===== src/common/psv_cfg.svh =====
`ifndef PSV_CFG_SVH
`define PSV_CFG_SVH
// ---------------------------------------------------------------------------
// Program space geometry
// ---------------------------------------------------------------------------
`define PSV_PC_W        21
`define PSV_SP_W        5
`define PSV_INSN_W      16
`define PSV_RESET_VEC   21'h000000
`define PSV_VEC_HI      21'h000008
`define PSV_VEC_LO      21'h000018
`define PSV_BOOT_TOP    21'h0007ff
`define PSV_PC_STEP     21'h000002
`define PSV_FLASH_SMALL 49152
`define PSV_FLASH_LARGE 65536
// ---------------------------------------------------------------------------
// Register map (byte addresses)
// ---------------------------------------------------------------------------
`define PSV_ADDR_W      8
`define PSV_OFS_CTRL    8'h00
`define PSV_OFS_PC      8'h04
`define PSV_OFS_TOS     8'h08
`define PSV_OFS_SP      8'h0c
`define PSV_OFS_WAKE    8'h10
`define PSV_OFS_EXTBUS  8'h14
`define PSV_OFS_MODE    8'h18
`define PSV_BIT_LOW_PRIORITY_GLOBAL_IRQ_ENABLE    0
`define PSV_BIT_HIGH_PRIORITY_GLOBAL_IRQ_ENABLE    1
`define PSV_BIT_WK_WDT  0
`define PSV_BIT_WK_IRQ  1
`define PSV_EXTBUS_W    8
`define PSV_RESP_OKAY   2'h0
`define PSV_RESP_SLVERR 2'h2
`endif


===== src/common/psv_pkg.sv =====
package psv_pkg;
  // -------------------------------------------------------------------------
  // Types
  // -------------------------------------------------------------------------
  typedef enum logic [1:0] {
    PSV_MODE_EXT_FLASH = 2'h0, // Flash then external
    PSV_MODE_BOOT_EXT  = 2'h1, // Boot block then external
    PSV_MODE_EXT_ONLY  = 2'h2, // External only
    PSV_MODE_CHIP_ONLY = 2'h3  // On-chip only
  } psv_mode_t;
  typedef enum logic [1:0] {
    PSV_ST_RUN   = 2'h0,
    PSV_ST_SLEEP = 2'h1,
    PSV_ST_WAKE  = 2'h3
  } psv_state_t;
  typedef enum logic [1:0] {
    PSV_SRC_ZERO = 2'h0,
    PSV_SRC_INT  = 2'h1,
    PSV_SRC_EXT  = 2'h2
  } psv_src_t;
endpackage : psv_pkg


===== src/core/psv_top.sv =====
// The register addresses and the AXI4-Lite register port are this design's own decisions.
`timescale 1ns/1ps
`include "psv_cfg.svh"
module psv_top #(
  parameter int FLASH_BYTES = `PSV_FLASH_LARGE,
  parameter bit HAS_EXT_BUS = 1'b1
) (
  // Clock and reset
  input  wire logic                       aclk,
  input  wire logic                       aresetn,
  // Configuration strap (pins)
  input  wire logic [1:0]                 program_memory_mode_select,
  // Core sequencing
  input  wire logic                       fetch_en,
  input  wire logic                       pc_load_valid,
  input  wire logic [`PSV_PC_W-1:0]       pc_load_addr,
  input  wire logic                       sleep_req,
  input  wire logic                       wake_irq,
  input  wire logic                       wake_irq_high,
  input  wire logic                       wake_wdt,
  // Program memory side
  output logic [`PSV_PC_W-1:0]            prog_addr,
  output logic                            flash_rd,
  output logic                            ext_rd,
  input  wire logic [`PSV_INSN_W-1:0]     flash_rdata,
  input  wire logic [`PSV_INSN_W-1:0]     ext_rdata,
  output logic [`PSV_INSN_W-1:0]          insn,
  output logic                            insn_valid,
  output logic                            asleep,
  // AXI4-Lite slave
  input  wire logic [`PSV_ADDR_W-1:0]     s_axi_awaddr,
  input  wire logic                       s_axi_awvalid,
  output logic                            s_axi_awready,
  input  wire logic [31:0]                s_axi_wdata,
  input  wire logic [3:0]                 s_axi_wstrb,
  input  wire logic                       s_axi_wvalid,
  output logic                            s_axi_wready,
  output logic [1:0]                      s_axi_bresp,
  output logic                            s_axi_bvalid,
  input  wire logic                       s_axi_bready,
  input  wire logic [`PSV_ADDR_W-1:0]     s_axi_araddr,
  input  wire logic                       s_axi_arvalid,
  output logic                            s_axi_arready,
  output logic [31:0]                     s_axi_rdata,
  output logic [1:0]                      s_axi_rresp,
  output logic                            s_axi_rvalid,
  input  wire logic                       s_axi_rready
);
  import psv_pkg::*;

  // -------------------------------------------------------------------------
  // Elaboration checks and limits
  // -------------------------------------------------------------------------
  if (FLASH_BYTES != `PSV_FLASH_SMALL && FLASH_BYTES != `PSV_FLASH_LARGE) begin : g_bad_flash
    $error("FLASH_BYTES must be 48K or 64K");
  end
  localparam logic [`PSV_PC_W-1:0] FLASH_LIMIT = `PSV_PC_W'(FLASH_BYTES);

  // -------------------------------------------------------------------------
  // State
  // -------------------------------------------------------------------------
  logic [1:0]                mode_meta_reg;
  psv_mode_t                 mode_reg;
  psv_mode_t                 mode_eff;
  psv_state_t                state_reg;
  psv_state_t                state_next;
  logic [`PSV_PC_W-1:0]      pc_reg;
  logic [`PSV_PC_W-1:0]      tos_reg;
  logic [`PSV_SP_W-1:0]      sp_reg;
  logic                      low_priority_global_irq_enable_reg;
  logic                      high_priority_global_irq_enable_reg;
  logic                      wk_wdt_reg;
  logic                      wk_irq_reg;
  logic                      wk_high_reg;
  logic [`PSV_EXTBUS_W-1:0]  extbus_reg;
  psv_src_t                  src_reg;
  psv_src_t                  src_next;
  logic                      issued_reg;
  logic                      fetch_go;
  logic                      vec_take;
  logic [`PSV_PC_W-1:0]      vec_addr;
  logic                      wr_go;
  logic                      rd_go;
  logic [31:0]               rd_data;
  logic                      rd_hit;
  logic                      wr_hit;

  // Strap synchroniser; variant without external bus (HAS_EXT_BUS off) is fixed to on-chip only
  always_ff @(posedge aclk) begin
    if (!aresetn) begin
      mode_meta_reg <= PSV_MODE_CHIP_ONLY;
      mode_reg      <= PSV_MODE_CHIP_ONLY;
    end else begin
      mode_meta_reg <= program_memory_mode_select;
      mode_reg      <= psv_mode_t'(mode_meta_reg);
    end
  end
  assign mode_eff = HAS_EXT_BUS ? mode_reg : PSV_MODE_CHIP_ONLY;

  // -------------------------------------------------------------------------
  // Fetch routing
  // -------------------------------------------------------------------------
  assign fetch_go = aresetn && (state_reg == PSV_ST_RUN) && fetch_en;
  // Source decode of the current PC
  always_comb begin
    unique case (mode_eff)
      PSV_MODE_CHIP_ONLY: src_next = (pc_reg < FLASH_LIMIT) ? PSV_SRC_INT : PSV_SRC_ZERO;
      PSV_MODE_EXT_ONLY:  src_next = PSV_SRC_EXT;
      PSV_MODE_BOOT_EXT:  src_next = (pc_reg <= `PSV_BOOT_TOP) ? PSV_SRC_INT : PSV_SRC_EXT;
      PSV_MODE_EXT_FLASH: src_next = (pc_reg < FLASH_LIMIT) ? PSV_SRC_INT : PSV_SRC_EXT;
    endcase
  end
  // Issue stage: remember where the fetch went
  always_ff @(posedge aclk) begin
    if (!aresetn) begin
      src_reg    <= PSV_SRC_ZERO;
      issued_reg <= 1'b0;
      flash_rd   <= 1'b0;
      ext_rd     <= 1'b0;
    end else begin
      src_reg    <= src_next;
      issued_reg <= fetch_go;
      flash_rd   <= fetch_go && (src_next == PSV_SRC_INT);
      ext_rd     <= fetch_go && (src_next == PSV_SRC_EXT);
    end
  end
  // Return stage: zero substitution never stalls
  always_ff @(posedge aclk) begin
    if (!aresetn) begin
      insn       <= '0;
      insn_valid <= 1'b0;
    end else begin
      insn_valid <= issued_reg;
      unique case (src_reg)
        PSV_SRC_INT: insn <= flash_rdata;
        PSV_SRC_EXT: insn <= ext_rdata;
        default:     insn <= '0;
      endcase
    end
  end

  // -------------------------------------------------------------------------
  // Sleep and wake sequencing
  // -------------------------------------------------------------------------
  assign vec_take = (state_reg == PSV_ST_WAKE) && wk_irq_reg &&
                    (wk_high_reg ? high_priority_global_irq_enable_reg : low_priority_global_irq_enable_reg);
  assign vec_addr = wk_high_reg ? `PSV_VEC_HI : `PSV_VEC_LO;
  always_comb begin
    state_next = state_reg;
    unique case (state_reg)
      PSV_ST_RUN:   if (sleep_req) state_next = PSV_ST_SLEEP;
      PSV_ST_SLEEP: if (wake_irq || wake_wdt) state_next = PSV_ST_WAKE;
      PSV_ST_WAKE:  state_next = PSV_ST_RUN;
      default:      state_next = PSV_ST_RUN;
    endcase
  end

  always_ff @(posedge aclk) begin
    if (!aresetn) begin
      state_reg   <= PSV_ST_RUN;
      wk_high_reg <= 1'b0;
      asleep      <= 1'b0;
    end else begin
      state_reg <= state_next;
      asleep    <= (state_next == PSV_ST_SLEEP);
      if (state_reg == PSV_ST_SLEEP && wake_irq) begin
        wk_high_reg <= wake_irq_high;
      end
    end
  end

  // Program counter
  always_ff @(posedge aclk) begin
    if (!aresetn) begin
      pc_reg <= `PSV_RESET_VEC;
    end else if (vec_take) begin
      pc_reg <= vec_addr;
    end else if (fetch_go) begin
      pc_reg <= pc_load_valid ? pc_load_addr : pc_reg + `PSV_PC_STEP;
    end
  end
  assign prog_addr = pc_reg;
  // Top-of-stack and stack pointer: push on vectored wake, else software
  always_ff @(posedge aclk) begin
    if (!aresetn) begin
      tos_reg <= '0;
      sp_reg  <= '0;
    end else if (vec_take) begin
      tos_reg <= pc_reg;
      sp_reg  <= sp_reg + `PSV_SP_W'(1);
    end else if (wr_go && s_axi_awaddr == `PSV_OFS_TOS) begin
      tos_reg <= s_axi_wdata[`PSV_PC_W-1:0];
    end else if (wr_go && s_axi_awaddr == `PSV_OFS_SP) begin
      sp_reg  <= s_axi_wdata[`PSV_SP_W-1:0];
    end
  end
  // Wake cause flags, write one to clear, set wins
  always_ff @(posedge aclk) begin
    if (!aresetn) begin
      wk_wdt_reg <= 1'b0;
      wk_irq_reg <= 1'b0;
    end else begin
      if (state_reg == PSV_ST_SLEEP && wake_wdt) begin
        wk_wdt_reg <= 1'b1;
      end else if (wr_go && s_axi_awaddr == `PSV_OFS_WAKE && s_axi_wdata[`PSV_BIT_WK_WDT]) begin
        wk_wdt_reg <= 1'b0;
      end
      if (state_reg == PSV_ST_SLEEP && wake_irq) begin
        wk_irq_reg <= 1'b1;
      end else if (wr_go && s_axi_awaddr == `PSV_OFS_WAKE && s_axi_wdata[`PSV_BIT_WK_IRQ]) begin
        wk_irq_reg <= 1'b0;
      end
    end
  end
  // Control and external bus registers
  always_ff @(posedge aclk) begin
    if (!aresetn) begin
      low_priority_global_irq_enable_reg   <= 1'b0;
      high_priority_global_irq_enable_reg   <= 1'b0;
      extbus_reg <= '0;
    end else if (wr_go && s_axi_wstrb[0]) begin
      if (s_axi_awaddr == `PSV_OFS_CTRL) begin
        low_priority_global_irq_enable_reg <= s_axi_wdata[`PSV_BIT_LOW_PRIORITY_GLOBAL_IRQ_ENABLE];
        high_priority_global_irq_enable_reg <= s_axi_wdata[`PSV_BIT_HIGH_PRIORITY_GLOBAL_IRQ_ENABLE];
      end
      if (s_axi_awaddr == `PSV_OFS_EXTBUS && mode_eff != PSV_MODE_CHIP_ONLY) begin
        extbus_reg <= s_axi_wdata[`PSV_EXTBUS_W-1:0];
      end
    end
  end

  // -------------------------------------------------------------------------
  // AXI4-Lite slave
  // -------------------------------------------------------------------------
  assign wr_go  = s_axi_awvalid && s_axi_wvalid && !s_axi_bvalid && !s_axi_awready;
  assign rd_go  = s_axi_arvalid && !s_axi_rvalid && !s_axi_arready;
  assign wr_hit = s_axi_awaddr inside {`PSV_OFS_CTRL, `PSV_OFS_TOS, `PSV_OFS_SP,
                                       `PSV_OFS_WAKE, `PSV_OFS_EXTBUS};
  // Read mux
  always_comb begin
    rd_data = '0;
    rd_hit  = 1'b1;
    unique case (s_axi_araddr)
      `PSV_OFS_CTRL:   rd_data = {30'h0, high_priority_global_irq_enable_reg, low_priority_global_irq_enable_reg};
      `PSV_OFS_PC:     rd_data = {11'h0, pc_reg};
      `PSV_OFS_TOS:    rd_data = {11'h0, tos_reg};
      `PSV_OFS_SP:     rd_data = {27'h0, sp_reg};
      `PSV_OFS_WAKE:   rd_data = {30'h0, wk_irq_reg, wk_wdt_reg};
      `PSV_OFS_EXTBUS: rd_data = (mode_eff == PSV_MODE_CHIP_ONLY) ? 32'h0 : {24'h0, extbus_reg};
      `PSV_OFS_MODE:   rd_data = {29'h0, HAS_EXT_BUS, mode_eff};
      default:         rd_hit  = 1'b0;
    endcase
  end
  // Write channel: both address and data taken in one edge
  always_ff @(posedge aclk) begin
    if (!aresetn) begin
      s_axi_awready <= 1'b0;
      s_axi_wready  <= 1'b0;
      s_axi_bvalid  <= 1'b0;
      s_axi_bresp   <= `PSV_RESP_OKAY;
    end else begin
      s_axi_awready <= wr_go;
      s_axi_wready  <= wr_go;
      if (wr_go) begin
        s_axi_bvalid <= 1'b1;
        s_axi_bresp  <= wr_hit ? `PSV_RESP_OKAY : `PSV_RESP_SLVERR;
      end else if (s_axi_bready) begin
        s_axi_bvalid <= 1'b0;
      end
    end
  end
  // Read channel
  always_ff @(posedge aclk) begin
    if (!aresetn) begin
      s_axi_arready <= 1'b0;
      s_axi_rvalid  <= 1'b0;
      s_axi_rdata   <= '0;
      s_axi_rresp   <= `PSV_RESP_OKAY;
    end else begin
      s_axi_arready <= rd_go;
      if (rd_go) begin
        s_axi_rvalid <= 1'b1;
        s_axi_rdata  <= rd_data;
        s_axi_rresp  <= rd_hit ? `PSV_RESP_OKAY : `PSV_RESP_SLVERR;
      end else if (s_axi_rready) begin
        s_axi_rvalid <= 1'b0;
      end
    end
  end

  // -------------------------------------------------------------------------
  // Checks
  // -------------------------------------------------------------------------
  chk_reset_vector: assert property (@(posedge aclk) !aresetn |=> pc_reg == `PSV_RESET_VEC)
    else $error("PC not at reset vector after reset");
  chk_pc_step: assert property (@(posedge aclk) disable iff (!aresetn)
    fetch_go && !pc_load_valid && !vec_take |=> pc_reg == `PSV_PC_W'($past(pc_reg) + `PSV_PC_STEP))
    else $error("PC did not advance by one word");
  chk_zero_fill: assert property (@(posedge aclk) disable iff (!aresetn)
    fetch_go && mode_eff == PSV_MODE_CHIP_ONLY && pc_reg >= FLASH_LIMIT |=> ##1 insn_valid && insn == '0)
    else $error("Out-of-range fetch did not return zero");
  chk_no_stall: assert property (@(posedge aclk) disable iff (!aresetn)
    fetch_go |=> issued_reg ##1 insn_valid)
    else $error("Fetch answer not two cycles later");
  chk_boot_split: assert property (@(posedge aclk) disable iff (!aresetn)
    fetch_go && mode_eff == PSV_MODE_BOOT_EXT |=>
      (flash_rd == ($past(pc_reg) <= `PSV_BOOT_TOP)) && (ext_rd != flash_rd))
    else $error("Boot block split wrong");
  chk_ext_only: assert property (@(posedge aclk) disable iff (!aresetn)
    fetch_go && mode_eff == PSV_MODE_EXT_ONLY |=> ext_rd && !flash_rd)
    else $error("External-only mode touched flash");
  chk_vector_load: assert property (@(posedge aclk) disable iff (!aresetn)
    vec_take |=> pc_reg == (wk_high_reg ? `PSV_VEC_HI : `PSV_VEC_LO) && state_reg == PSV_ST_RUN)
    else $error("Wake did not load interrupt vector");
  chk_tos_push: assert property (@(posedge aclk) disable iff (!aresetn)
    vec_take |=> tos_reg == $past(pc_reg) && sp_reg == `PSV_SP_W'($past(sp_reg) + 1))
    else $error("Wake did not push PC");
  chk_wake_cause: assert property (@(posedge aclk) disable iff (!aresetn)
    state_reg == PSV_ST_SLEEP && (wake_irq || wake_wdt) |=> (wk_irq_reg || wk_wdt_reg) && state_reg == PSV_ST_WAKE)
    else $error("Wake left no cause bit");
  chk_extbus_zero: assert property (@(posedge aclk) disable iff (!aresetn)
    rd_go && s_axi_araddr == `PSV_OFS_EXTBUS && mode_eff == PSV_MODE_CHIP_ONLY |=> s_axi_rvalid && s_axi_rdata == '0)
    else $error("External bus control not zero in on-chip mode");
endmodule : psv_top


===== config.mk =====
export PLATFORM = sky130hd
export DESIGN_NAME = psv_top
export DESIGN_NICKNAME = d
export VERILOG_FILES = /design/src/common/psv_pkg.sv /design/src/core/psv_top.sv
export VERILOG_INCLUDE_DIRS = /design/src /design/src/common
export SDC_FILE = /design/constraint.sdc
export NUM_CORES = 1
export LEC_CHECK = 0
export BUFFER_PORTS_ARGS = -buffer_cell sky130_fd_sc_hd__clkbuf_2
export CORE_UTILIZATION = 30
export CTS_CLUSTER_SIZE = 28
export DETAILED_ROUTE_END_ITERATION = 10
export GPL_TIMING_DRIVEN = 0
export PLACE_DENSITY = 0.58
export SYNTH_ARGS = -nofsm -noshare
export SYNTH_HDL_FRONTEND = slang
export SYNTH_SLANG_ARGS = --single-unit

===== constraint.sdc =====
create_clock -name aclk -period 3.1 [get_ports aclk]
set_input_delay 0.465 -clock aclk [delete_from_list [all_inputs] [get_ports aclk]]
set_output_delay 0.465 -clock aclk [all_outputs]
set_load 0.02 [all_outputs]

After elaboration in Yosys (flattened, before gate mapping)
Index checks and enable logic that the tools add are counted.

Reductions and logical operators: 41. Add/subtract/negate cells: 2. Eq/ne operators: 22. Mux-type cells: 31. $lt $le $gt $ge: 2.

Operators with widths (count): $pmux 21 s7 (1); $mux 21 (5); $eq 8x5->1 const B (5); $eq 8x4->1 const B (4); $pmux 16 s2 (1); $add 21x2->21 const B (1); $le 21x11->1 const B (1); $lt 21x17->1 const B (1); $logic_and 1x1->1 (20); $mux 5 (4); $logic_not 8->1 (2); $reduce_bool 2->1 (7); $mux 2 (6); $mux 1 (11); $eq 2x1->1 const B (5); $eq 2x2->1 const B (5); $eq 8x3->1 const B (1); $mux 8 (1); $pmux 2 s4 (1); $reduce_or 7->1 (1); $reduce_and 2->1 (3); $add 5x1->5 const B (1); $reduce_bool 5->1 (1); $logic_not 1->1 (4); 4 further kinds (6).

Flip-flop bits (word level): 129. Output and inout bits: 82.

Logic depth before layout (Yosys ltp)
Depth after elaboration: 7. Mapped depth: 7. Gate-level depth less buffers: 5.

Worst setup path before layout
OpenSTA, ideal clock, no wires.

Path type: input to register. From: input port s_axi_awaddr[0]. To: register tos_reg[10]. Data arrival time: 2.202 ns. Required time: 3.014 ns. Path slack: 0.813 ns. Buffers on the path: 3. Stages on the path: 7. Setup time: 0.086 ns. Path through: or4_4 > buf_6 > or4_4 > buf_6 > buf_12 > mux2i_1 > a211oi_1.

Longest elaborated chain between the ends: 3.

RTL lines: from (decl) (line psv_top.sv:31) `` input wire logic [`PSV_ADDR_W-1:0] s_axi_awaddr, ``; $eq 8x4->1; $logic_and 1x1->1 (no source line); $reduce_bool 2->1 (no source line); to (signal assigned) (line psv_top.sv:189) `tos_reg <= pc_reg;`; to (signal assigned) (line psv_top.sv:192) `` tos_reg <= s_axi_wdata[`PSV_PC_W-1:0]; ``; to (decl) (line psv_top.sv:68) `` logic [`PSV_PC_W-1:0] tos_reg; ``.

Every way passes these cells. A chain may end at the register's enable or synchronous reset.

Final worst setup path
From: register pc_reg[3], in the netlist prog_addr[3]. To: register pc_reg[18], in the netlist prog_addr[18].

Longest elaborated chain between the ends: 4.

RTL lines: from (decl) (line psv_top.sv:67) `` logic [`PSV_PC_W-1:0] pc_reg; ``; from (signal assigned) (line psv_top.sv:175) `` pc_reg <= `PSV_RESET_VEC; ``; from (signal assigned) (line psv_top.sv:177) `pc_reg <= vec_addr;`; from (signal assigned) (line psv_top.sv:179) `` pc_reg <= pc_load_valid ? pc_load_addr : pc_reg + `PSV_PC_STEP; ``; $add 21x2->21 (no source line); $mux 21 (no source line); $mux 21 (line psv_top.sv:178) `end else if (fetch_go) begin`; $mux 21 (line psv_top.sv:176) `end else if (vec_take) begin`.

Every way passes these cells. The select of a mux whose other input is x is not followed.

==> metrics.txt <==
# TYPE chip_impl_metric gauge
chip_impl_metric{name="nets_final",unit=""} 994
chip_impl_metric{name="critical_path.max_fanout",unit=""} 9
chip_impl_metric{name="synth-edff-count",unit=""} 0
chip_impl_metric{name="fin_crit_sh",unit=""} 0.756
chip_impl_info{name="cts_tree",value="built"} 1
chip_impl_info{name="cp_cell_sequence",value="clkbuf_1 > nand4_1 > or3_1 > o311ai_1 > o211ai_1"} 1
chip_impl_metric{name="n_antenna_cell",unit=""} 0
chip_impl_info{name="netlist.top_cell.by_area",value="dfxtp_1"} 1
chip_impl_metric{name="required",unit="ns"} 3.39
chip_impl_metric{name="hold_viol",unit=""} 0
chip_impl_metric{name="synth.yosys.seq_area_share",unit=""} 0.403
chip_impl_metric{name="post_syn_area",unit="mm2"} 0.00576
chip_impl_metric{name="synth_cell_type_count",unit=""} 71
chip_impl_metric{name="leakage",unit="nW"} 3.23
chip_impl_metric{name="die_width",unit="um"} 141
chip_impl_metric{name="cts_setup_buffers",unit=""} 0
chip_impl_info{name="r2r_end",value="prog_addr[18]"} 1
chip_impl_metric{name="cts_buffers",unit=""} 17
chip_impl_metric{name="drt-total-wl",unit="um"} 20300
chip_impl_metric{name="path_clk_slew",unit="ns"} 0.05
chip_impl_metric{name="timing.final.setup_violations",unit=""} 0
chip_impl_metric{name="worst_hold_path.num_cells",unit=""} 2
chip_impl_metric{name="totalNegativeSetupSlack",unit="ns"} 0
chip_impl_info{name="clk_root_buffer_cell",value="clkbuf_16"} 1
chip_impl_metric{name="drive_gt1_frac",unit=""} 0.272
chip_impl_metric{name="initialDrtViolationCount",unit=""} 519
chip_impl_metric{name="port_buffers",unit=""} 172
chip_impl_metric{name="timing.reg2reg.worst_path_depth",unit=""} 5
chip_impl_metric{name="comb_power_share",unit=""} 0.103
chip_impl_metric{name="instances_no_fill",unit=""} 1117
chip_impl_metric{name="wl_per_cell",unit="um"} 18.2
chip_impl_metric{name="die_area",unit="mm2"} 0.0198
chip_impl_info{name="timing.setup.critical_path_class",value="flip-flop to flip-flop"} 1
chip_impl_metric{name="worst_pin_slew",unit="ns"} 1.05
chip_impl_info{name="hold_end",value="mode_meta_reg[0]"} 1
chip_impl_info{name="synthTopCellsByArea",value="dfxtp_1, a22oi_1, nor2_1"} 1
chip_impl_metric{name="via_count",unit=""} 5957
chip_impl_info{name="worst_path_cell_with_the_longest_stage_delay",value="or3_1"} 1
chip_impl_metric{name="sinks_on_clock_net",unit=""} 116
chip_impl_metric{name="synth_top_area_share",unit=""} 0.403
chip_impl_metric{name="grt_pass1_wl",unit="um"} 30800
chip_impl_metric{name="postCtsHoldBufs",unit=""} 0
chip_impl_metric{name="cp.buffers_inverters",unit=""} 1
chip_impl_info{name="min-delay-path-class",value="input pin to flip-flop"} 1
chip_impl_metric{name="cap_violations",unit=""} 0
chip_impl_metric{name="power.share.clock",unit=""} 0.529
chip_impl_metric{name="detailedRoute.firstPassIterationCount",unit=""} 5
chip_impl_metric{name="remaining_drc_errors",unit=""} 0
chip_impl_metric{name="fp.coreArea",unit="mm2"} 0.0188
chip_impl_metric{name="synthesized_instance_count",unit=""} 667
chip_impl_metric{name="routabilityCongestion",unit=""} 0.861
chip_impl_metric{name="reg2reg_slack",unit="ns"} 0.75
chip_impl_metric{name="swShare",unit=""} 0.240
chip_impl_metric{name="via_density",unit=""} 5.33
chip_impl_metric{name="grt_max_degree",unit=""} 17
chip_impl_metric{name="place.detailed.instances",unit=""} 1085
chip_impl_info{name="timing.critical_path.to_type",value="flip-flop"} 1
chip_impl_info{name="synthFlopType",value="dfxtp_1"} 1
chip_impl_metric{name="area_growth_syn_to_layout",unit="%"} 32.7
chip_impl_metric{name="hpwl_dp",unit="um"} 15300
chip_impl_metric{name="rows",unit=""} 50
chip_impl_metric{name="critical-path-max-stage-delay",unit="ns"} 0.53
chip_impl_metric{name="synth.yosys.warnings",unit=""} 0
chip_impl_metric{name="irDropWorstVdd",unit="mV"} 0.350
chip_impl_metric{name="cts.htree.levels",unit=""} 4
chip_impl_metric{name="critical_path_arrival",unit="ns"} 2.63
chip_impl_metric{name="final_critical_delay_including_setup_and_external_delays",unit="ns"} 2.35
chip_impl_metric{name="synth_async_sr_flop_share",unit=""} 0
chip_impl_metric{name="clock_tree.buffer_depth",unit=""} 2
chip_impl_metric{name="final_max_slew_viol_count",unit=""} 0
chip_impl_info{name="grt_setup_unrepaired",value="false"} 1
chip_impl_metric{name="power.sequential.fraction",unit=""} 0.368
chip_impl_metric{name="slew-limit-headroom",unit=""} 0.291
chip_impl_metric{name="grt_overflow",unit=""} 0
chip_impl_metric{name="fin_worst_skew",unit="ns"} 0.0136
chip_impl_info{name="timing.critical_path.max_delay_family",value="simple AND/OR/NAND/NOR gates"} 1
chip_impl_metric{name="max_freq",unit="MHz"} 426
chip_impl_metric{name="die_h",unit="um"} 141
chip_impl_metric{name="power.internal",unit="mW"} 3.23
chip_impl_metric{name="grt_pass1_vias",unit=""} 5436
chip_impl_metric{name="antenna_violating_nets_post_route",unit=""} 0
chip_impl_metric{name="power.density",unit="mW/mm2"} 557
chip_impl_metric{name="initial_utilization",unit=""} 0.307
chip_impl_metric{name="postCtsResizedCells",unit=""} 0
chip_impl_info{name="reg_to_reg_startpoint",value="prog_addr[3]"} 1
chip_impl_metric{name="gr-usage-all-layers",unit=""} 0.206
chip_impl_info{name="outcome",value="finished, final reports clean"} 1
chip_impl_info{name="critPathLaunchType",value="flip-flop"} 1
chip_impl_metric{name="number_of_antenna_violations_at_the_first_check_in_global_routing",unit=""} 0
chip_impl_metric{name="postSynthRegisterBits",unit=""} 116
chip_impl_metric{name="num_io_pins",unit=""} 202
chip_impl_metric{name="clock_latency",unit="ns"} 0.43
chip_impl_metric{name="net-switching-power",unit="mW"} 1.02
chip_impl_info{name="hold_path.startpoint",value="program_memory_mode_select[0]"} 1
chip_impl_metric{name="postSynthAreaPerCell",unit="um2"} 8.64
cells in the mapped netlist, types with 4 or more instances:
master and count:
and2_1 4, and3_1 13, nand2_1 39, inv_1 10, a211oi_1 26, o21ai_1 20, nor4_1 7, nand3_1 31
clkbuf_1 46, a2bb2oi_1 18, nand2b_1 10, buf_4 14, a31oi_1 11, mux2_2 7, mux2i_1 26, a21oi_1 26
a22oi_1 38, a32o_1 4, nor2b_1 5, nor2_1 73, nor3_1 15, dfxtp_1 116, nand4_1 9, o21ai_0 7
a32oi_1 4, ha_1 4, buf_1 7
layer usage:
| layer | global-route usage | part of all wire | up-vias |
|---|---|---|---|
| li1 | - | - | 2876 |
| met1 | 0.271 | 0.45 | 2775 |
| met2 | 0.328 | 0.45 | 279 |
| met3 | 0.0499 | 0.086 | 27 |
| met4 | 0.0698 | 0.016 | 0 |
| met5 | 0 | 0 | - |
power by group through the flow:
stage | clock [mW] | sequential (mW) | combinational [mW]
3_5_place_dp | 0 | 1.60 | 0.437
6_report | 2.25 | 1.57 | 0.440
5_1_grt | 2.35 | 1.57 | 0.479
2_1_floorplan | 0 | 1.62 | 0.219
3_3_place_gp | 0 | 1.60 | 0.437
4_1_cts | 2.27 | 1.57 | 0.439
cell families after synthesis:
kind of cell / Yosys count / share of synthesized area
and+or+nand+nor: 234 / 0.211
AOI/OAI and AO/OA: 190 / 0.234
adders and majority gates: 4 / 0.00868
muxes: 35 / 0.0647
buffers and inverters: 83 / 0.0714
other: 1 / 0.000651
xor gates and xnor gates: 4 / 0.00608
DFF: 116 / 0.403
final cells by class:
cell class / instances / area, um2
fill: 1930 / 11100
inverter: 12 / 45.0
multi-input combinational: 480 / 3080
tap: 234 / 293
buffer: 71 / 367
clock buffer: 26 / 549
clock inverter: 6 / 135
sequential: 116 / 2320
timing repair buffer: 172 / 861
placed cells by master (no fill, tap or decap), types with 7 or more instances in the layout:
| cell | count |
|---|---|
| buf_1 | 7 |
| dfxtp_1 | 116 |
| conb_1 | 13 |
| mux2_2 | 7 |
| clkbuf_16 | 17 |
| a31oi_1 | 11 |
| inv_1 | 10 |
| nor2_1 | 73 |
| nor4_1 | 7 |
| a21oi_1 | 26 |
| a2bb2oi_1 | 18 |
| nand4_1 | 9 |
| and3_1 | 13 |
| a211oi_1 | 26 |
| clkbuf_2 | 172 |
| nor3_1 | 15 |
| o21ai_1 | 20 |
| clkbuf_8 | 9 |
| nand2_1 | 39 |
| o21ai_0 | 7 |
| mux2i_1 | 26 |
| nand3_1 | 31 |
| clkbuf_1 | 46 |
| nand2b_1 | 10 |
| buf_4 | 14 |
| a22oi_1 | 38 |
how the worst max path moves through the flow:
stage                          startpoint         endpoint  slack (ns)  cells after the start
after CTS                    prog_addr[3]    prog_addr[18]        0.85                      5
final                        prog_addr[3]    prog_addr[18]        0.75                      5
after global routing          wk_high_reg      tos_reg[18]        0.69                      5
after floorplan           s_axi_awaddr[0]      tos_reg[10]        0.81                      7
after global placement    s_axi_araddr[1]  s_axi_rdata[20]        0.55                      6
after detailed placement          aresetn     prog_addr[4]        0.55                      8
through the flow:
stage	power [mW]	setup slack (ns)	instance area, um2	hold WS, ns	util
finish	4.26	0.755	7650	0.216	0.407
global route	4.39	0.695	7650	0.231	0.407
CTS	4.28	0.845	7650	0.208	0.407
detailed placement	2.03	0.545	6960	0.407	0.371
global placement	2.03	0.554	6960	0.410	0.371
floorplan	1.84	0.813	5810	0.386	-
Note: power is estimated with default switching activity, not from simulation.
